===== config.mk =====
export PLATFORM = sky130hd
export DESIGN_NAME = lpd_led_pin_drive_control
export DESIGN_NICKNAME = d
export VERILOG_FILES = /design/src/lpd_pkg.sv /design/src/lpd_pwm.sv /design/src/lpd_pin_stage.sv /design/src/lpd_led_pin_drive_control.sv
export SDC_FILE = /design/constraint.sdc
export NUM_CORES = 1
export LEC_CHECK = 0
export BUFFER_PORTS_ARGS = -buffer_cell sky130_fd_sc_hd__buf_2
export CORE_ASPECT_RATIO = 0.75
export CORE_MARGIN = 4
export CORE_UTILIZATION = 50
export CTS_BUF_LIST = sky130_fd_sc_hd__clkbuf_8
export CTS_CLUSTER_DIAMETER = 30
export DETAILED_ROUTE_END_ITERATION = 10
export PLACE_DENSITY = 0.78
export REMOVE_ABC_BUFFERS = 1
export SKIP_CTS_REPAIR_TIMING = 1
export SLEW_MARGIN = 20
export SYNTH_ARGS = -nofsm -noshare
export SYNTH_HDL_FRONTEND = slang
export SYNTH_HIERARCHICAL = 1
export SYNTH_SLANG_ARGS = --single-unit

===== constraint.sdc =====
create_clock -name clk -period 3.3 [get_ports clk]
set_clock_uncertainty 0.1 [all_clocks]
set_input_delay 0 -clock clk [delete_from_list [all_inputs] [get_ports clk]]
set_output_delay 0 -clock clk [all_outputs]
set_load 0.01 [all_outputs]

===== src/lpd_pkg.sv =====
`default_nettype none
package lpd_pkg;
  // ****************************************
  // register map and layout
  // ****************************************
  localparam logic [7:0] ADDR_DRIVE_TYPE = 8'h71;
  localparam logic [7:0] ADDR_LINK       = 8'h72;
  localparam logic [7:0] ADDR_POLARITY   = 8'h73;
  localparam logic [7:0] ADDR_HOST_DRIVE = 8'h74;
  localparam logic [7:0] ADDR_MIRROR     = 8'h79;

  localparam int unsigned CH_N  = 3;
  localparam int unsigned PAD_W = 8 - CH_N;

  localparam logic [CH_N-1:0]  CH_REG_RST = 3'h0;
  localparam logic [PAD_W-1:0] RD_PAD     = 5'h00;
  localparam logic [7:0]       RD_RST     = 8'h00;

  // ****************************************
  // duty and pwm timing
  // ****************************************
  localparam int unsigned PCT_W = 7;
  typedef logic [PCT_W-1:0] lpd_pct_t;

  // one pwm period is 100 steps of one percent each
  localparam lpd_pct_t PWM_LAST = 7'h63;
  localparam lpd_pct_t PCT_ZERO = 7'h00;

  localparam int unsigned CLK_PERIOD_NS = 5;
  localparam int unsigned PWM_STEP_NS   = 100;
  localparam int unsigned PWM_STEP_CYC  = (PWM_STEP_NS + CLK_PERIOD_NS - 1) / CLK_PERIOD_NS;
  localparam int unsigned DIV_W         = $clog2(PWM_STEP_CYC);
  typedef logic [DIV_W-1:0] lpd_div_t;
  localparam lpd_div_t DIV_LAST = lpd_div_t'(PWM_STEP_CYC - 1);
  localparam lpd_div_t DIV_ZERO = lpd_div_t'(0);
endpackage : lpd_pkg
`default_nettype wire


===== src/lpd_pwm.sv =====
`default_nettype none
module lpd_pwm (
  input  wire logic                                   clk,
  input  wire logic                                   rst,
  input  wire lpd_pkg::lpd_pct_t [lpd_pkg::CH_N-1:0]  duty,
  output var  logic [lpd_pkg::CH_N-1:0]               active
);
  // ****************************************
  // step divider and shared period counter
  // ****************************************
  lpd_pkg::lpd_div_t div_r;
  lpd_pkg::lpd_div_t div_nxt;
  lpd_pkg::lpd_pct_t cnt_r;
  lpd_pkg::lpd_pct_t cnt_nxt;
  logic [lpd_pkg::CH_N-1:0] act_nxt;
  logic step_en;

  always_comb begin
    step_en = (div_r == lpd_pkg::DIV_LAST);
    div_nxt = step_en ? lpd_pkg::DIV_ZERO : div_r + 1'b1;
    cnt_nxt = cnt_r;
    if (step_en) begin
      cnt_nxt = (cnt_r == lpd_pkg::PWM_LAST) ? lpd_pkg::PCT_ZERO : cnt_r + 1'b1;
    end
  end

  // duty above 100 simply saturates at always active
  genvar i;
  generate
    for (i = 0; i < lpd_pkg::CH_N; i++) begin : g_cmp
      always_comb begin
        act_nxt[i] = (cnt_r < duty[i]);
      end
    end
  endgenerate

  always_ff @(posedge clk or posedge rst) begin
    if (rst) begin
      div_r  <= lpd_pkg::DIV_ZERO;
      cnt_r  <= lpd_pkg::PCT_ZERO;
      active <= lpd_pkg::CH_REG_RST;
    end else begin
      div_r  <= div_nxt;
      cnt_r  <= cnt_nxt;
      active <= act_nxt;
    end
  end
endmodule // lpd_pwm
`default_nettype wire


===== src/lpd_pin_stage.sv =====
`default_nettype none
module lpd_pin_stage (
  input  wire logic                          clk,
  input  wire logic                          rst,
  input  wire logic [lpd_pkg::CH_N-1:0]      level,
  input  wire logic [lpd_pkg::CH_N-1:0]      push_pull,
  output var  logic [lpd_pkg::CH_N-1:0]      pin_out,
  output var  logic [lpd_pkg::CH_N-1:0]      pin_oe
);
  logic [lpd_pkg::CH_N-1:0] out_nxt;
  logic [lpd_pkg::CH_N-1:0] oe_nxt;

  genvar i;
  generate
    for (i = 0; i < lpd_pkg::CH_N; i++) begin : g_pin
      always_comb begin
        if (push_pull[i]) begin
          out_nxt[i] = level[i];
          oe_nxt[i]  = 1'b1;
        end else begin
          // open drain: only ever sinks, high comes from the pull-up
          out_nxt[i] = 1'b0;
          oe_nxt[i]  = ~level[i];
        end
      end
    end
  endgenerate

  // reset releases every pin: safe for both drive types
  always_ff @(posedge clk or posedge rst) begin
    if (rst) begin
      pin_out <= lpd_pkg::CH_REG_RST;
      pin_oe  <= lpd_pkg::CH_REG_RST;
    end else begin
      pin_out <= out_nxt;
      pin_oe  <= oe_nxt;
    end
  end
endmodule // lpd_pin_stage
`default_nettype wire


===== src/lpd_led_pin_drive_control.sv =====
// Functional notes
// - one bit per channel, channel n at bit n-1
// - open drain sinks low, else high impedance
// - push-pull drives both levels actively
// - five byte registers, three low bits used
// - linked channel actuated by its sensor touch
// - unlinked channel ignores touch, uses host bit
// - linked channel ignores its host drive bit
// - polarity write copies to mirror unless blocked
// - linked touch equals host drive bit one
// - inverted polarity: actuated drives pin low
// - non-inverted: actuated gives logic one level
// - inverted: duty is low time, min idle
// - non-inverted: duty is high time, inverse brightness
// - host bit zero min duty, one actuates
// - non-inverted direct brightness is 100 minus max
// - mirror bits never touch pin drive
// - mirror selects duty relative to 100 or 0
`default_nettype none
module lpd_led_pin_drive_control (
  input  wire logic                                   clk,
  input  wire logic                                   rst,
  input  wire logic [7:0]                             reg_addr,
  input  wire logic                                   reg_wr_en,
  input  wire logic [7:0]                             reg_wdata,
  input  wire logic                                   reg_rd_en,
  output var  logic [7:0]                             reg_rdata,
  input  wire logic                                   sense_input_1,
  input  wire logic                                   sense_input_2,
  input  wire logic                                   sense_input_3,
  input  wire logic                                   polarity_mirror_block,
  input  wire lpd_pkg::lpd_pct_t [lpd_pkg::CH_N-1:0]  min_duty,
  input  wire lpd_pkg::lpd_pct_t [lpd_pkg::CH_N-1:0]  max_duty,
  input  wire logic [lpd_pkg::CH_N-1:0]               beh_direct,
  input  wire lpd_pkg::lpd_pct_t [lpd_pkg::CH_N-1:0]  beh_level,
  output var  logic [lpd_pkg::CH_N-1:0]               led_actuated,
  output var  logic [lpd_pkg::CH_N-1:0]               led_duty_mirror,
  output var  logic [lpd_pkg::CH_N-1:0]               led_pin_out,
  output var  logic [lpd_pkg::CH_N-1:0]               led_pin_oe
);
  // ****************************************
  // register file
  // ****************************************
  logic [lpd_pkg::CH_N-1:0] drive_type_r;
  logic [lpd_pkg::CH_N-1:0] drive_type_nxt;
  logic [lpd_pkg::CH_N-1:0] touch_link_r;
  logic [lpd_pkg::CH_N-1:0] touch_link_nxt;
  logic [lpd_pkg::CH_N-1:0] polarity_r;
  logic [lpd_pkg::CH_N-1:0] polarity_nxt;
  logic [lpd_pkg::CH_N-1:0] host_drive_r;
  logic [lpd_pkg::CH_N-1:0] host_drive_nxt;
  logic [lpd_pkg::CH_N-1:0] duty_mirror_r;
  logic [lpd_pkg::CH_N-1:0] duty_mirror_nxt;
  logic [7:0]               rdata_r;
  logic [7:0]               rdata_nxt;
  logic [lpd_pkg::CH_N-1:0] wr_bits;

  always_comb begin
    wr_bits         = reg_wdata[lpd_pkg::CH_N-1:0];
    drive_type_nxt  = drive_type_r;
    touch_link_nxt  = touch_link_r;
    polarity_nxt    = polarity_r;
    host_drive_nxt  = host_drive_r;
    duty_mirror_nxt = duty_mirror_r;
    if (reg_wr_en) begin
      unique case (reg_addr)
        lpd_pkg::ADDR_DRIVE_TYPE: drive_type_nxt = wr_bits;
        lpd_pkg::ADDR_LINK:       touch_link_nxt = wr_bits;
        lpd_pkg::ADDR_POLARITY: begin
          polarity_nxt = wr_bits;
          if (!polarity_mirror_block) begin
            duty_mirror_nxt = wr_bits;
          end
        end
        lpd_pkg::ADDR_HOST_DRIVE: host_drive_nxt  = wr_bits;
        lpd_pkg::ADDR_MIRROR:     duty_mirror_nxt = wr_bits;
        default: begin
        end
      endcase
    end
  end

  // unmapped reads return zero rather than holding stale data
  always_comb begin
    rdata_nxt = rdata_r;
    if (reg_rd_en) begin
      unique case (reg_addr)
        lpd_pkg::ADDR_DRIVE_TYPE: rdata_nxt = {lpd_pkg::RD_PAD, drive_type_r};
        lpd_pkg::ADDR_LINK:       rdata_nxt = {lpd_pkg::RD_PAD, touch_link_r};
        lpd_pkg::ADDR_POLARITY:   rdata_nxt = {lpd_pkg::RD_PAD, polarity_r};
        lpd_pkg::ADDR_HOST_DRIVE: rdata_nxt = {lpd_pkg::RD_PAD, host_drive_r};
        lpd_pkg::ADDR_MIRROR:     rdata_nxt = {lpd_pkg::RD_PAD, duty_mirror_r};
        default:                  rdata_nxt = lpd_pkg::RD_RST;
      endcase
    end
  end

  always_ff @(posedge clk or posedge rst) begin
    if (rst) begin
      drive_type_r  <= lpd_pkg::CH_REG_RST;
      touch_link_r  <= lpd_pkg::CH_REG_RST;
      polarity_r    <= lpd_pkg::CH_REG_RST;
      host_drive_r  <= lpd_pkg::CH_REG_RST;
      duty_mirror_r <= lpd_pkg::CH_REG_RST;
      rdata_r       <= lpd_pkg::RD_RST;
    end else begin
      drive_type_r  <= drive_type_nxt;
      touch_link_r  <= touch_link_nxt;
      polarity_r    <= polarity_nxt;
      host_drive_r  <= host_drive_nxt;
      duty_mirror_r <= duty_mirror_nxt;
      rdata_r       <= rdata_nxt;
    end
  end

  assign reg_rdata       = rdata_r;
  // mirror only reaches the behaviour engine, which does the ramp stepping
  assign led_duty_mirror = duty_mirror_r;

  // ****************************************
  // actuation and duty selection
  // ****************************************
  logic [lpd_pkg::CH_N-1:0] touch;
  logic [lpd_pkg::CH_N-1:0] act_r;
  logic [lpd_pkg::CH_N-1:0] act_nxt;
  lpd_pkg::lpd_pct_t [lpd_pkg::CH_N-1:0] duty;
  logic [lpd_pkg::CH_N-1:0] pwm_active;
  logic [lpd_pkg::CH_N-1:0] pin_level;

  assign touch = {sense_input_3, sense_input_2, sense_input_1};

  genvar i;
  generate
    for (i = 0; i < lpd_pkg::CH_N; i++) begin : g_ch
      always_comb begin
        // a touch and a host one are the same request
        act_nxt[i] = touch_link_r[i] ? touch[i] : host_drive_r[i];
      end

      // duty is the share of the period the pin sits at its active level
      always_comb begin
        if (!act_r[i]) begin
          duty[i] = min_duty[i];
        end else if (beh_direct[i]) begin
          duty[i] = max_duty[i];
        end else begin
          duty[i] = beh_level[i];
        end
      end

      always_comb begin
        // inverted active is low, non-inverted active is high
        pin_level[i] = ~(pwm_active[i] ^ polarity_r[i]);
      end
    end
  endgenerate

  always_ff @(posedge clk or posedge rst) begin
    if (rst) begin
      act_r <= lpd_pkg::CH_REG_RST;
    end else begin
      act_r <= act_nxt;
    end
  end

  assign led_actuated = act_r;

  // ****************************************
  // pwm and pin drivers
  // ****************************************
  lpd_pwm u_pwm (
    .clk    (clk),
    .rst    (rst),
    .duty   (duty),
    .active (pwm_active)
  );

  lpd_pin_stage u_pin (
    .clk       (clk),
    .rst       (rst),
    .level     (pin_level),
    .push_pull (drive_type_r),
    .pin_out   (led_pin_out),
    .pin_oe    (led_pin_oe)
  );

  // ****************************************
  // checks
  // ****************************************
  generate
    for (i = 0; i < lpd_pkg::CH_N; i++) begin : g_chk
      a_od_sink_low: assert property (@(posedge clk) disable iff (rst)
        (!drive_type_r[i] && !pin_level[i]) |=> (led_pin_oe[i] && !led_pin_out[i]))
        else $error("open drain did not sink low");
      a_od_release_hiz: assert property (@(posedge clk) disable iff (rst)
        (!drive_type_r[i] && pin_level[i]) |=> !led_pin_oe[i])
        else $error("open drain did not release pin");
      a_pp_follow_level: assert property (@(posedge clk) disable iff (rst)
        drive_type_r[i] |=> (led_pin_oe[i] && (led_pin_out[i] == $past(pin_level[i]))))
        else $error("push pull pin not driven to level");
      a_link_uses_touch: assert property (@(posedge clk) disable iff (rst)
        touch_link_r[i] |=> (act_r[i] == $past(touch[i])))
        else $error("linked channel not following touch");
      a_unlinked_uses_host: assert property (@(posedge clk) disable iff (rst)
        (!touch_link_r[i] && !host_drive_r[i]) |=> !act_r[i])
        else $error("unlinked channel actuated without host bit");
      a_host_ignored: assert property (@(posedge clk) disable iff (rst)
        (touch_link_r[i] && host_drive_r[i] && !touch[i]) |=> !act_r[i])
        else $error("host bit acted on linked channel");
      a_inverted_low: assert property (@(posedge clk) disable iff (rst)
        (pwm_active[i] && !polarity_r[i]) |-> !pin_level[i])
        else $error("inverted active level not low");
      a_idle_min_duty: assert property (@(posedge clk) disable iff (rst)
        !act_r[i] |-> (duty[i] == min_duty[i]))
        else $error("unactuated channel not at min duty");
      a_direct_max_duty: assert property (@(posedge clk) disable iff (rst)
        (act_r[i] && beh_direct[i]) |-> (duty[i] == max_duty[i]))
        else $error("direct actuated channel not at max duty");
      a_inv_pin_low: assert property (@(posedge clk) disable iff (rst)
        (pwm_active[i] && !polarity_r[i]) |=> (led_pin_oe[i] && !led_pin_out[i]))
        else $error("inverted active pin not sunk low");
      a_noninv_pp_high: assert property (@(posedge clk) disable iff (rst)
        (pwm_active[i] && polarity_r[i] && drive_type_r[i])
        |=> (led_pin_oe[i] && led_pin_out[i]))
        else $error("non-inverted push pull pin not high");
      a_noninv_od_hiz: assert property (@(posedge clk) disable iff (rst)
        (pwm_active[i] && polarity_r[i] && !drive_type_r[i]) |=> !led_pin_oe[i])
        else $error("non-inverted open drain pin not released");
      a_od_never_high: assert property (@(posedge clk) disable iff (rst)
        !drive_type_r[i] |=> !led_pin_out[i])
        else $error("open drain pin driven high");
      a_host_actuates: assert property (@(posedge clk) disable iff (rst)
        (!touch_link_r[i] && host_drive_r[i]) |=> act_r[i])
        else $error("host bit did not actuate unlinked channel");
      a_touch_actuates: assert property (@(posedge clk) disable iff (rst)
        (touch_link_r[i] && touch[i]) |=> act_r[i])
        else $error("touch did not actuate linked channel");
    end
  endgenerate

  // ****************************************
  // register checks
  // ****************************************
  a_mirror_follows: assert property (@(posedge clk) disable iff (rst)
    (reg_wr_en && reg_addr == lpd_pkg::ADDR_POLARITY && !polarity_mirror_block)
    |=> (duty_mirror_r == $past(reg_wdata[lpd_pkg::CH_N-1:0])))
    else $error("mirror not copied from polarity write");
  a_mirror_blocked: assert property (@(posedge clk) disable iff (rst)
    (reg_wr_en && reg_addr == lpd_pkg::ADDR_POLARITY && polarity_mirror_block)
    |=> $stable(duty_mirror_r))
    else $error("blocked mirror changed on polarity write");
  a_type_write: assert property (@(posedge clk) disable iff (rst)
    (reg_wr_en && reg_addr == lpd_pkg::ADDR_DRIVE_TYPE)
    |=> (drive_type_r == $past(reg_wdata[lpd_pkg::CH_N-1:0])))
    else $error("drive type write not stored");
  a_type_holds: assert property (@(posedge clk) disable iff (rst)
    !(reg_wr_en && reg_addr == lpd_pkg::ADDR_DRIVE_TYPE) |=> $stable(drive_type_r))
    else $error("drive type changed without write");
  a_link_write: assert property (@(posedge clk) disable iff (rst)
    (reg_wr_en && reg_addr == lpd_pkg::ADDR_LINK)
    |=> (touch_link_r == $past(reg_wdata[lpd_pkg::CH_N-1:0])))
    else $error("link write not stored");
  a_pol_write: assert property (@(posedge clk) disable iff (rst)
    (reg_wr_en && reg_addr == lpd_pkg::ADDR_POLARITY)
    |=> (polarity_r == $past(reg_wdata[lpd_pkg::CH_N-1:0])))
    else $error("polarity write not stored");
  a_host_write: assert property (@(posedge clk) disable iff (rst)
    (reg_wr_en && reg_addr == lpd_pkg::ADDR_HOST_DRIVE)
    |=> (host_drive_r == $past(reg_wdata[lpd_pkg::CH_N-1:0])))
    else $error("host drive write not stored");
  a_mirror_write: assert property (@(posedge clk) disable iff (rst)
    (reg_wr_en && reg_addr == lpd_pkg::ADDR_MIRROR)
    |=> (duty_mirror_r == $past(reg_wdata[lpd_pkg::CH_N-1:0])))
    else $error("mirror write not stored");
  a_mirror_holds: assert property (@(posedge clk) disable iff (rst)
    !(reg_wr_en && (reg_addr == lpd_pkg::ADDR_MIRROR
      || (reg_addr == lpd_pkg::ADDR_POLARITY && !polarity_mirror_block)))
    |=> $stable(duty_mirror_r))
    else $error("mirror changed without a write");
  a_rd_type: assert property (@(posedge clk) disable iff (rst)
    (reg_rd_en && reg_addr == lpd_pkg::ADDR_DRIVE_TYPE)
    |=> (reg_rdata == {lpd_pkg::RD_PAD, $past(drive_type_r)}))
    else $error("drive type read wrong");
  a_rd_link: assert property (@(posedge clk) disable iff (rst)
    (reg_rd_en && reg_addr == lpd_pkg::ADDR_LINK)
    |=> (reg_rdata == {lpd_pkg::RD_PAD, $past(touch_link_r)}))
    else $error("link read wrong");
  a_rd_unmapped: assert property (@(posedge clk) disable iff (rst)
    (reg_rd_en && reg_addr != lpd_pkg::ADDR_DRIVE_TYPE && reg_addr != lpd_pkg::ADDR_LINK
     && reg_addr != lpd_pkg::ADDR_POLARITY && reg_addr != lpd_pkg::ADDR_HOST_DRIVE
     && reg_addr != lpd_pkg::ADDR_MIRROR) |=> (reg_rdata == lpd_pkg::RD_RST))
    else $error("unmapped read not zero");
  a_rdata_hold: assert property (@(posedge clk) disable iff (rst)
    !reg_rd_en |=> $stable(reg_rdata))
    else $error("read data changed without a read");
  a_upper_zero: assert property (@(posedge clk) disable iff (rst)
    reg_rd_en |=> (reg_rdata[7:lpd_pkg::CH_N] == lpd_pkg::RD_PAD))
    else $error("upper read bits not zero");
endmodule // lpd_led_pin_drive_control
`default_nettype wire


==> reports/results.ini, run 1 <==
[outcome]
status=finished, final reports clean

[drt]
viasPerCell=5.174
detail_route.first_pass.iterations=4
wl_um=6517
wl_per_cell_um=13.84
final_antenna_net_count=0
post-route-drc-count=0
drt_iter0_drc=111
dr_total_vias=2437

[worst_setup_path]
worstPathMaxFanout=15
crit_arrival_ns=2.14
cp_slowest_cell=dfrtp_1
crit_cells=8
cp.required_ns=3.42
path_common_cell=a21oi_1
max_stage_delay_ns=0.63
cp-end-kind=register
crit_chain=nor2_1, a21oi_1, inv_1, ha_1, a21oi_1, o21ai_0, a21oi_1, o21a_1
critical_path.startpoint=led_actuated[0]
startpoint_type=register
cp-endpoint=u_pwm/active[0]
r2r-start=led_actuated[0]
ff2ff_path_depth=8
crit_type=reg2reg
rrSetupSlack_ns=1.28
r2r-end=u_pwm/active[0]
path_buf_inv=1
crit_family=compound AO/OA/AOI/OAI gates

[cts]
clk_pin_slew_ns=0.07
cts_num_sinks=42
htreeDepth=2
insertion_delay_ns=0.29
cts_buffer_depth=2
cts_tree=built
cts_buffers=5
clock-root-buffer=clkbuf_8

[timing]
fin_crit_ns=2.022
rsz0062_at_grt=no
slew_violations=0
tightest_slew_ns=0.8075
slew-limit-headroom=0.4611
hold_viol=0
setup_viol=0
fmax_ghz=0.4945
final.setup.tns_ns=0
post-route-period-util=0.6128

[logic_synthesis]
synth-xor-area-share=0.02194
netlist-cell-type-count=42
syn_area_per_cell_um2=9.601
synth_cells=291
ys_ff_latch=42
synth_top_family_by_area=multiplexers
yosys.area_share.simple=0.1536
synth_fa_ha_area_frac=0.08957
ys_seq_area_frac=0.3762
synth_area_um2=2794
synth_compound_area_frac=0.1227
yosysWarnings=6
synthMuxAreaShare=0.1742

[floorplan]
num_rows=23
placeableCoreArea_um2=5381
die_area_um2=6860
io_pins=110
die_w_um=94.32
die_y_um=72.74
start_util=0.5192

[finish]
final_cell_mix=buf_2 (99), dfrtp_1 (42), a21oi_1 (31)
fillCellCount=439
instances_no_fill=471
n_antenna_cell=0
multi_input_area_um2=1589
syn_to_final_growth_pct=25.71
final_common_cell=buf_2
drive_gt1_frac=0.3384
regArea_um2=1051
nNetsFinal=506

[placement]
dp_hpwl_um=5221
port_buffers=99
place_congestion=0.9488
place_inst=456

[job]
drv_cap=0

[global_routing]
grt.total_usage=0.1954
grt_pass1_wl_um=10560
antenna_found_initial=0
grt_max_degree=22
grt_pass1_vias=2409
grt-ovfl-total=0

[power]
power.density_nw_per_um2=328.9
leakage_nw=1.890
ir_drop_v=0.0002368

[hold_path]
hold_path.class=in2reg

## worst min path at each step
stage                     start          endpoint  slack, ns  cells past startpoint
detailed placement          rst   u_pin/pin_oe[0]      -0.16                      2
finish              reg_addr[1]      reg_rdata[1]      0.005                      3
floorplan                   rst   u_pin/pin_oe[0]      -0.31                      1
global route        reg_addr[1]      reg_rdata[1]       0.01                      3
global placement            rst   u_pin/pin_oe[0]      -0.17                      2
CTS                         rst  u_pin/pin_out[2]      -0.48                      2
## synthesized netlist by cell type (all sizes together)
| master | instances | area (um^2) |
|---|---|---|
| dfrtp | 42 | 1051 |
| a21oi | 32 | 163.9 |
| nor2 | 30 | 112.6 |
| mux2i | 25 | 250.2 |
| inv | 24 | 90.09 |
| ha | 20 | 250.2 |
| mux2 | 20 | 236.5 |
| nand2 | 13 | 48.80 |
| nand3 | 10 | 50.05 |
| o21ai | 9 | 48.80 |
| buf | 7 | 56.30 |
| xnor2 | 7 | 61.31 |
| clkbuf | 6 | 22.52 |
| nand2b | 5 | 38.78 |
| and2 | 4 | 25.02 |
| nor2b | 4 | 25.02 |
| a21o | 3 | 22.52 |
| a22o | 3 | 26.28 |
| a31oi | 3 | 18.77 |
| nand4 | 3 | 25.02 |
| nor3 | 3 | 20.02 |
| o21a | 3 | 22.52 |
| a32oi | 2 | 17.52 |
| nand4b | 2 | 17.52 |
| nor3b | 2 | 15.01 |
| a22oi | 1 | 7.510 |
| and2b | 1 | 10.01 |
| and4bb | 1 | 16.27 |
| conb | 1 | 3.750 |
| nand3b | 1 | 7.510 |
| o22ai | 1 | 6.260 |
| o32ai | 1 | 8.760 |
| or3 | 1 | 6.260 |
| or3b | 1 | 11.26 |
## metal layers
| metal | global-route usage | up-vias | wire (um) |
|---|---|---|---|
| met1 | 0.2422 | 1148 | 2852 |
| met3 | 0.04433 | 8 | 364 |
| met2 | 0.3451 | 67 | 3256 |
| met5 | 0 | - | 0 |
| li1 | - | 1214 | - |
| met4 | 0.05128 | 0 | 43 |
## worst register-to-register path, stage by stage, from the launching register on
cell,delay (ns)
dfrtp_1,0.63
nor2_1,0.11
a21oi_1,0.14
inv_1,0.06
ha_1,0.30
a21oi_1,0.15
o21ai_0,0.10
a21oi_1,0.20
o21a_1,0.17
## registers in the layout, summed over array words and instances, names as in the netlist
name             cells
u_pwm/cnt_r          7
u_pin/pin_out        3
host_drive_r         3
led_duty_mirror      3
u_pwm/active         3
u_pin/pin_oe         3
u_pwm/div_r          5
polarity_r           3
led_actuated         3
drive_type_r         3
reg_rdata            3
touch_link_r         3
## final cells by class
cell class | count | share of cell area
multi-input cells | 216 | 0.4524
flip-flops and latches | 42 | 0.2993
repair buffers | 107 | 0.1639
well taps | 75 | 0.02672
inverters | 24 | 0.02565
clock buffers | 6 | 0.02351
clock inverters | 1 | 0.008550
## power breakdown
| group | internal, mW | switching (mW) | leakage [nW] | total, mW |
|---|---|---|---|---|
| Sequential | 0.531 | 0.0209 | 0.536 | 0.552 |
| Clock | 0.242 | 0.162 | 0.0573 | 0.404 |
| Combinational | 0.104 | 0.0949 | 1.30 | 0.199 |
## metrics by stage
stage	util	instance area (um^2)	hold WS (ns)	worst slack, ns	total power, mW
after CTS	0.6378	3432	-0.4817	1.312	1.160
after global routing	0.6526	3512	0.01367	1.148	1.220
final	0.6526	3512	0.005012	1.278	1.155
after detailed placement	0.6168	3319	-0.1641	1.328	0.7533
after floorplan	-	2730	-0.3090	1.594	0.6600
after global placement	0.6168	3319	-0.1694	1.471	0.7451
## logic make-up (layout without fill, tap and decap cells)
kind of cell / after synthesis / in the layout
adders and majority gates: 20 / 20
other: 1 / 5
AOI/OAI and AO/OA: 58 / 58
xor gates and xnor gates: 7 / 7
muxes: 45 / 45
DFF: 42 / 42
buffers and inverters: 37 / 138
and+or+nand+nor: 81 / 81
(Power assumes the default switching activity.)
==> run 2, diff against run 1 <==
--- a/config.mk
+++ b/config.mk
@@ -5,6 +5,7 @@
 export SDC_FILE = /design/constraint.sdc
 export NUM_CORES = 1
 export LEC_CHECK = 0
+export ABC_AREA = 1
 export BUFFER_PORTS_ARGS = -buffer_cell sky130_fd_sc_hd__buf_2
 export CORE_ASPECT_RATIO = 0.75
 export CORE_MARGIN = 4
@@ -12,7 +13,7 @@
 export CTS_BUF_LIST = sky130_fd_sc_hd__clkbuf_8
 export CTS_CLUSTER_DIAMETER = 30
 export DETAILED_ROUTE_END_ITERATION = 10
-export PLACE_DENSITY = 0.78
+export PLACE_DENSITY = 0.77
 export REMOVE_ABC_BUFFERS = 1
 export SKIP_CTS_REPAIR_TIMING = 1
 export SLEW_MARGIN = 20
==> constraint.sdc (replaced) <==
create_clock -name clk -period 1.9 [get_ports clk]
set_clock_uncertainty 0.1 [all_clocks]
set_input_delay 0 -clock clk [delete_from_list [all_inputs] [get_ports clk]]
set_output_delay 0 -clock clk [all_outputs]
set_load 0.01 [all_outputs]
==> run 2 against run 1 <==
  * First-iteration DRC count grew 1.8%
  * Sequential share of layout area is 1.8 points lower
  * Critical path depth is 1 lower
  * Sequential power is 80% higher
  * Global-route usage about the same
  * Count of clock-buffer cells in the layout is 1 lower
  * Critical endpoint unchanged
  * Largest cell class unchanged
==> reports/results.ini, run 2 <==
[power]
finalPower_mw=2.020  ; was 1.155 mW
sequentialPowerShare=0.491  ; was 0.478
intPower_mw=1.403  ; was 0.8773 mW
p_clk_frac=0.294  ; was 0.350
p_sw_mw=0.6163  ; was 0.2779 mW
pwr-share-comb=0.216  ; was 0.172
power.density_nw_per_um2=539.5  ; was 328.9 nW/um^2
switching_share=0.3052  ; was 0.2406
ir_drop_v=0.0003740  ; was 0.0002368 V
leakage_nw=2.127  ; was 1.890 nW

[logic_synthesis]
synth.top_cells.by_area=dfrtp_1 (35%), nand2_1 (14%), ha_1 (8.3%)  ; was dfrtp_1 (38%), ha_1 (9.0%), mux2i_1 (9.0%)
ys_seq_area_frac=0.3496  ; was 0.3762
synth_edf_count=0  ; unchanged
synthTopCellsByCount=nand2_1 (109), inv_1 (55), nor2_1 (46)  ; was dfrtp_1 (42), a21oi_1 (31), nor2_1 (30)
syn_area_per_cell_um2=7.280  ; was 9.601 um^2
synth_area_um2=3007  ; was 2794 um^2
ys_ff_latch=42  ; unchanged
synth_most_common_cell=nand2_1  ; was dfrtp_1
synth_top_area_share=0.3496  ; was 0.3762
yosysWarnings=6  ; unchanged
synth.largest_area_cell=dfrtp_1  ; unchanged
async_flop_share=1.000  ; unchanged
synth_cells=413  ; was 291
netlist-cell-type-count=29  ; was 42
synth_flop_cell=dfrtp_1  ; unchanged

[global_routing]
grt.total_usage=0.1957  ; was 0.1954
grt_max_degree=19  ; was 22
grt_pass1_vias=2700  ; was 2409
grt-ovfl-total=0  ; unchanged
antenna_found_initial=0  ; unchanged
grt_pass1_wl_um=11670  ; was 10560 um

[cts]
clock-root-buffer=clkbuf_8  ; unchanged
insertion_delay_ns=0.30  ; was 0.29 ns
cts_buffers=5  ; unchanged
cts_tree=built  ; unchanged
htreeDepth=2  ; unchanged
cts_buffer_depth=2  ; unchanged
cts_num_sinks=42  ; unchanged
clk_pin_slew_ns=0.09  ; was 0.07 ns

[finish]
largest_reg_flops=7  ; unchanged
largest_registers=u_pwm/cnt_r: 7 flops, u_pwm/div_r: 5 flops  ; unchanged
final_cell_mix=nand2_1 (109), buf_2 (99), inv_1 (55)  ; was buf_2 (99), dfrtp_1 (42), a21oi_1 (31)
drive_gt1_frac=0.2677  ; was 0.3384
syn_to_final_growth_pct=24.51  ; was 25.71%
n_antenna_cell=0  ; unchanged
top_register=u_pwm/cnt_r  ; unchanged
nNetsFinal=632  ; was 506
final_common_cell=nand2_1  ; was buf_2

[timing]
final.setup.tns_ns=0  ; unchanged
slew-limit-headroom=0.6051  ; was 0.4611
rsz0062_at_grt=no  ; unchanged
fin_crit_ns=1.694  ; was 2.022 ns
fmax_ghz=0.5905  ; was 0.4945 GHz
setup_viol=0  ; unchanged
tightest_slew_ns=0.5917  ; was 0.8075 ns
setup_slack_ns=0.2064  ; was 1.278 ns
hold_viol=0  ; unchanged
slew_violations=0  ; unchanged
post-route-period-util=0.8914  ; was 0.6128

[worst_setup_path]
path_buf_inv=1  ; unchanged
cp-end-kind=register  ; unchanged
crit_chain=nor2_1, a31oi_1, inv_1, ha_1, a21oi_1, o21ai_0, a21oi_1  ; was nor2_1, a21oi_1, inv_1, ha_1, a21oi_1, o21ai_0, a21oi_1, o21a_1
startpoint_type=register  ; unchanged
crit_family=compound AO/OA/AOI/OAI gates  ; unchanged
crit_arrival_ns=1.81  ; was 2.14 ns
cp_slowest_cell=dfrtp_2  ; was dfrtp_1
crit_type=reg2reg  ; unchanged
cp.required_ns=2.02  ; was 3.42 ns
path_common_cell=a21oi_1  ; unchanged
worstPathMaxFanout=15  ; unchanged
max_stage_delay_ns=0.52  ; was 0.63 ns

[floorplan]
num_rows=24  ; was 23
start_util=0.5161  ; was 0.5192
die_area_um2=7331  ; was 6860 um^2
io_pins=110  ; unchanged
die_y_um=75.16  ; was 72.74 um
placeableCoreArea_um2=5826  ; was 5381 um^2
die_w_um=97.54  ; was 94.32 um

[hold_path]
hold_path.class=in2reg  ; unchanged

[job]
drv_cap=0  ; unchanged

[drt]
detail_route.first_pass.iterations=4  ; unchanged
wl_um=7511  ; was 6517 um
dr_total_vias=2982  ; was 2437
viasPerCell=4.962  ; was 5.174
drt_iter0_drc=113  ; was 111
final_antenna_net_count=0  ; unchanged
wl_per_cell_um=12.50  ; was 13.84 um
post-route-drc-count=0  ; unchanged

[placement]
dp_hpwl_um=5987  ; was 5221 um
place_congestion=0.8631  ; was 0.9488
port_buffers=99  ; unchanged
post-place-ws_ns=0.1169  ; was 1.328 ns

[outcome]
status=finished, final reports clean  ; unchanged

[run 2: changes by cell type after synthesis, sizes merged, moves of 5 or more]
cell / before / now
nand2: 13 / 115
nand2b: 5 / 0
nand3: 10 / 31
a31oi: 3 / 21
a21oi: 32 / 16
o21ai: 9 / 20
mux2i: 25 / 0
nor2: 30 / 53
mux2: 20 / 0
inv: 24 / 62
[run 2: metrics by stage]
stage	util	hold slack (ns)	instances	cell area (um^2)
floorplan	-	-0.3090	404	2935
global placement	0.6070	-0.1449	582	3536
detailed placement	0.6070	-0.1413	582	3536
CTS	0.6231	-0.4707	590	3630
global route	0.6426	0.09534	601	3744
finish	0.6426	0.06117	601	3744
[run 2: logic make-up after synthesis]
| family | Yosys count | share of synthesized area |
|---|---|---|
| other cells | 1 | 0.001247 |
| buf+inv | 75 | 0.1061 |
| flops | 42 | 0.3496 |
| simple gates | 210 | 0.3304 |
| xor+xnor | 8 | 0.02330 |
| compound gates | 57 | 0.1061 |
| fa+ha+maj | 20 | 0.08323 |
[run 2: per-layer routing]
metal | track usage | wire, um
met1 | 0.2501 | 3363
met2 | 0.3508 | 3676
met3 | 0.03981 | 433
met4 | 0.04301 | 37
met5 | 0 | 0
[run 2: worst paths after layout]
check | start | endpoint | slack [ns] | cells past startpoint
worst max-delay path | led_actuated[0] | u_pwm/active[0] | 0.21 | 7
worst min-delay path | reg_addr[2] | host_drive_r[2] | 0.06 | 5
worst max register to register | led_actuated[0] | u_pwm/active[0] | 0.21 | 7
worst min register to register | u_pwm/div_r[0] | u_pwm/div_r[0] | 0.36 | 1
max in group asynchronous | rst | u_pwm/div_r[3] | 1.06 | 3
min in group asynchronous | rst | u_pin/pin_out[0] | 0.10 | 3
[run 2: area by class of cell]
type / instances / area, um^2
flip-flops and latches: 42 / 1055
inverters: 62 / 232.7
clock inverters: 3 / 25.02
clock buffers: 5 / 68.82
repair buffers: 111 / 613.1
multi-input cells: 300 / 1652
well taps: 78 / 97.59
fillers: 519 / 2082
[run 2: power groups by stage]
stage	Combinational [mW]	Clock [mW]	Sequential [mW]
finish	0.436	0.593	0.991
floorplan	0.231	0	1.01
detailed placement	0.417	0	1.01
global placement	0.402	0	1.00
global route	0.498	0.651	1.00
CTS	0.419	0.612	0.988
[run 2: worst reg2reg max path, stage by stage (launching register included)]
cell,delay (ns)
dfrtp_2,0.52
nor2_1,0.08
a31oi_1,0.15
inv_1,0.07
ha_1,0.30
a21oi_1,0.15
o21ai_0,0.10
a21oi_1,0.14
==> run 3, diff against run 2 <==
--- a/config.mk
+++ b/config.mk
@@ -10,7 +10,7 @@
 export CORE_ASPECT_RATIO = 0.75
 export CORE_MARGIN = 4
 export CORE_UTILIZATION = 50
-export CTS_BUF_LIST = sky130_fd_sc_hd__clkbuf_8
+export CTS_BUF_LIST = sky130_fd_sc_hd__clkbuf_4 sky130_fd_sc_hd__clkbuf_8
 export CTS_CLUSTER_DIAMETER = 30
 export DETAILED_ROUTE_END_ITERATION = 10
 export PLACE_DENSITY = 0.77
==> constraint.sdc (replaced) <==
create_clock -name clk -period 2.01 [get_ports clk]
set_clock_uncertainty 0.1 [all_clocks]
set_input_delay 0 -clock clk [delete_from_list [all_inputs] [get_ports clk]]
set_output_delay 0 -clock clk [all_outputs]
set_load 0.01 [all_outputs]
==> run 3 against run 2 <==
  * The flow now finishes with violations (negative hold slack)
  * Power down 0.24%
  * Final area hardly changed
  * Sequential cell count stayed put
  * Die area unchanged
  * Non-clock buffer count decreased by 2
  * Worst setup slack got worse by 0.014 ns
  * Fmax decreased by 6.8%
  * Largest cell class unchanged
  * Highest routed layer unchanged
==> reports/results.ini, run 3 (synthesis gave the netlist of run 2 again) <==
[outcome]
status=finished, violations left  ; was finished, final reports clean
violations=negative hold slack

[timing]
rsz0062_at_grt=no  ; unchanged
fin_crit_ns=1.818  ; was 1.694 ns
fin_hold_ws_ns=-0.01414  ; was 0.06117 ns
post-route-period-util=0.9045  ; was 0.8914
slew_violations=0  ; unchanged
hold_viol=2  ; was 0
setup_viol=0  ; unchanged
final.setup.tns_ns=0  ; unchanged
fmax_ghz=0.5500  ; was 0.5905 GHz
slew-limit-headroom=0.4581  ; was 0.6051
tightest_slew_ns=0.8119  ; was 0.5917 ns

[finish]
largest_reg_flops=7  ; unchanged
final_cell_mix=nand2_1 (109), buf_2 (99), inv_1 (55)  ; unchanged
final_common_cell=nand2_1  ; unchanged
syn_to_final_growth_pct=24.47  ; was 24.51%
nNetsFinal=630  ; was 632
largest_registers=u_pwm/cnt_r: 7 flops, u_pwm/div_r: 5 flops  ; unchanged
drive_gt1_frac=0.2610  ; was 0.2677
fillCellCount=536  ; was 519
top_register=u_pwm/cnt_r  ; unchanged
n_antenna_cell=0  ; unchanged
instances_no_fill=599  ; was 601

[hold_path]
min_path_cells=5  ; unchanged
hold_path.class=in2reg  ; unchanged
hold_start=polarity_mirror_block  ; was reg_addr[2]
whs_endpoint=led_duty_mirror[0]  ; was host_drive_r[2]

[global_routing]
grt_pass1_vias=2589  ; was 2700
grt-ovfl-total=0  ; unchanged
grt.total_usage=0.1912  ; was 0.1957
grt_pass1_wl_um=11390  ; was 11670 um
grt_max_degree=22  ; was 19
antenna_found_initial=0  ; unchanged

[floorplan]
die_area_um2=7331  ; unchanged
die_w_um=97.54  ; unchanged
placeableCoreArea_um2=5826  ; unchanged
die_y_um=75.16  ; unchanged
start_util=0.5161  ; unchanged
io_pins=110  ; unchanged
num_rows=24  ; unchanged

[worst_setup_path]
startpoint_type=register  ; unchanged
ff2ff_path_depth=7  ; unchanged
crit_arrival_ns=1.93  ; was 1.81 ns
worstPathMaxFanout=15  ; unchanged
cp-end-kind=register  ; unchanged
rrSetupSlack_ns=0.19  ; was 0.21 ns
cp.required_ns=2.13  ; was 2.02 ns
crit_type=reg2reg  ; unchanged
r2r-start=led_actuated[2]  ; was led_actuated[0]
r2r-end=u_pwm/active[2]  ; was u_pwm/active[0]

[cts]
cts_num_sinks=42  ; unchanged
clk_pin_slew_ns=0.09  ; about the same
clock-root-buffer=clkbuf_8  ; unchanged
cts_tree=built  ; unchanged
htreeDepth=2  ; unchanged
cts_buffers=5  ; unchanged
cts_buffer_depth=2  ; unchanged
insertion_delay_ns=0.30  ; about the same

[placement]
port_buffers=99  ; unchanged
place_congestion=0.8622  ; was 0.8631
place_inst=581  ; was 582
dp_hpwl_um=5775  ; was 5987 um

[job]
drv_cap=0  ; unchanged

[power]
power.density_nw_per_um2=538.4  ; was 539.5 nW/um^2
finalPower_mw=2.015  ; was 2.020 mW
ir_drop_v=0.0004266  ; was 0.0003740 V
leakage_nw=2.126  ; was 2.127 nW

[drt]
viasPerCell=4.973  ; was 4.962
wl_per_cell_um=12.05  ; was 12.50 um
detail_route.first_pass.iterations=5  ; was 4
final_antenna_net_count=0  ; unchanged
dr_total_vias=2979  ; was 2982
post-route-drc-count=0  ; unchanged
drt_iter0_drc=172  ; was 113
wl_um=7219  ; was 7511 um

## run 3: cell types whose count changed in the layout (fill, tap and decap cells not counted), sizes merged
cell,delta
buf,-1
clkbuf,+1
bufinv,+1
inv,-1
clkinv,-1
dlygate4sd3,-1
## run 3: through the flow
step	utilization	cell area, um^2	setup WS, ns
final	0.6424	3742	0.1919
after global routing	0.6424	3742	0.01752
after CTS	0.6252	3642	0.2038
after detailed placement	0.6057	3528	0.2253
after global placement	0.6057	3528	0.3006
after floorplan	-	2935	0.4059
## run 3: final cells by class
cell class	count	area [um^2]	share of cell area
clock buffers	6	76.32	0.02039
flip-flops and latches	42	1051	0.2808
multi-input cells	300	1652	0.4413
clock inverters	2	37.54	0.01003
inverters	62	232.7	0.06219
well taps	78	97.59	0.02608
repair buffers	109	595.6	0.1591
## run 3: layer usage
layer  vias to the layer above  GRT usage  part of all wire
met4                         0    0.02765            0.0079
met3                         8    0.05278             0.069
met2                        84     0.3250              0.48
met5                         -          0                 0
met1                      1355     0.2545              0.44
li1                       1532          -                 -
## run 3: worst max-delay path: stages, from the launching register on
cell	delay, ns
dfrtp_1	0.64
nor2_1	0.10
a31oi_1	0.18
inv_1	0.06
ha_1	0.31
a21oi_1	0.16
nand2_1	0.08
a21oi_1	0.12
## run 3: power breakdown
group | switching [mW] | leakage [nW] | total, mW | internal, mW
clock | 0.291 | 0.0548 | 0.675 | 0.384
combinational | 0.222 | 1.59 | 0.405 | 0.183
sequential | 0.0480 | 0.478 | 0.935 | 0.887
## run 3: worst max-delay path by stage
| stage | startpoint | endpoint | slack [ns] | depth (start not counted) |
|---|---|---|---|---|
| 6_report | led_actuated[2] | u_pwm/active[2] | 0.19 | 7 |
| 5_1_grt | led_actuated[2] | u_pwm/active[2] | 0.02 | 7 |
| 4_1_cts | led_actuated[2] | u_pwm/active[2] | 0.20 | 7 |
| 3_5_place_dp | led_actuated[2] | u_pwm/active[2] | 0.23 | 7 |
| 3_3_place_gp | led_actuated[1] | u_pwm/active[1] | 0.30 | 7 |
| 2_1_floorplan | led_actuated[0] | u_pwm/active[0] | 0.41 | 7 |
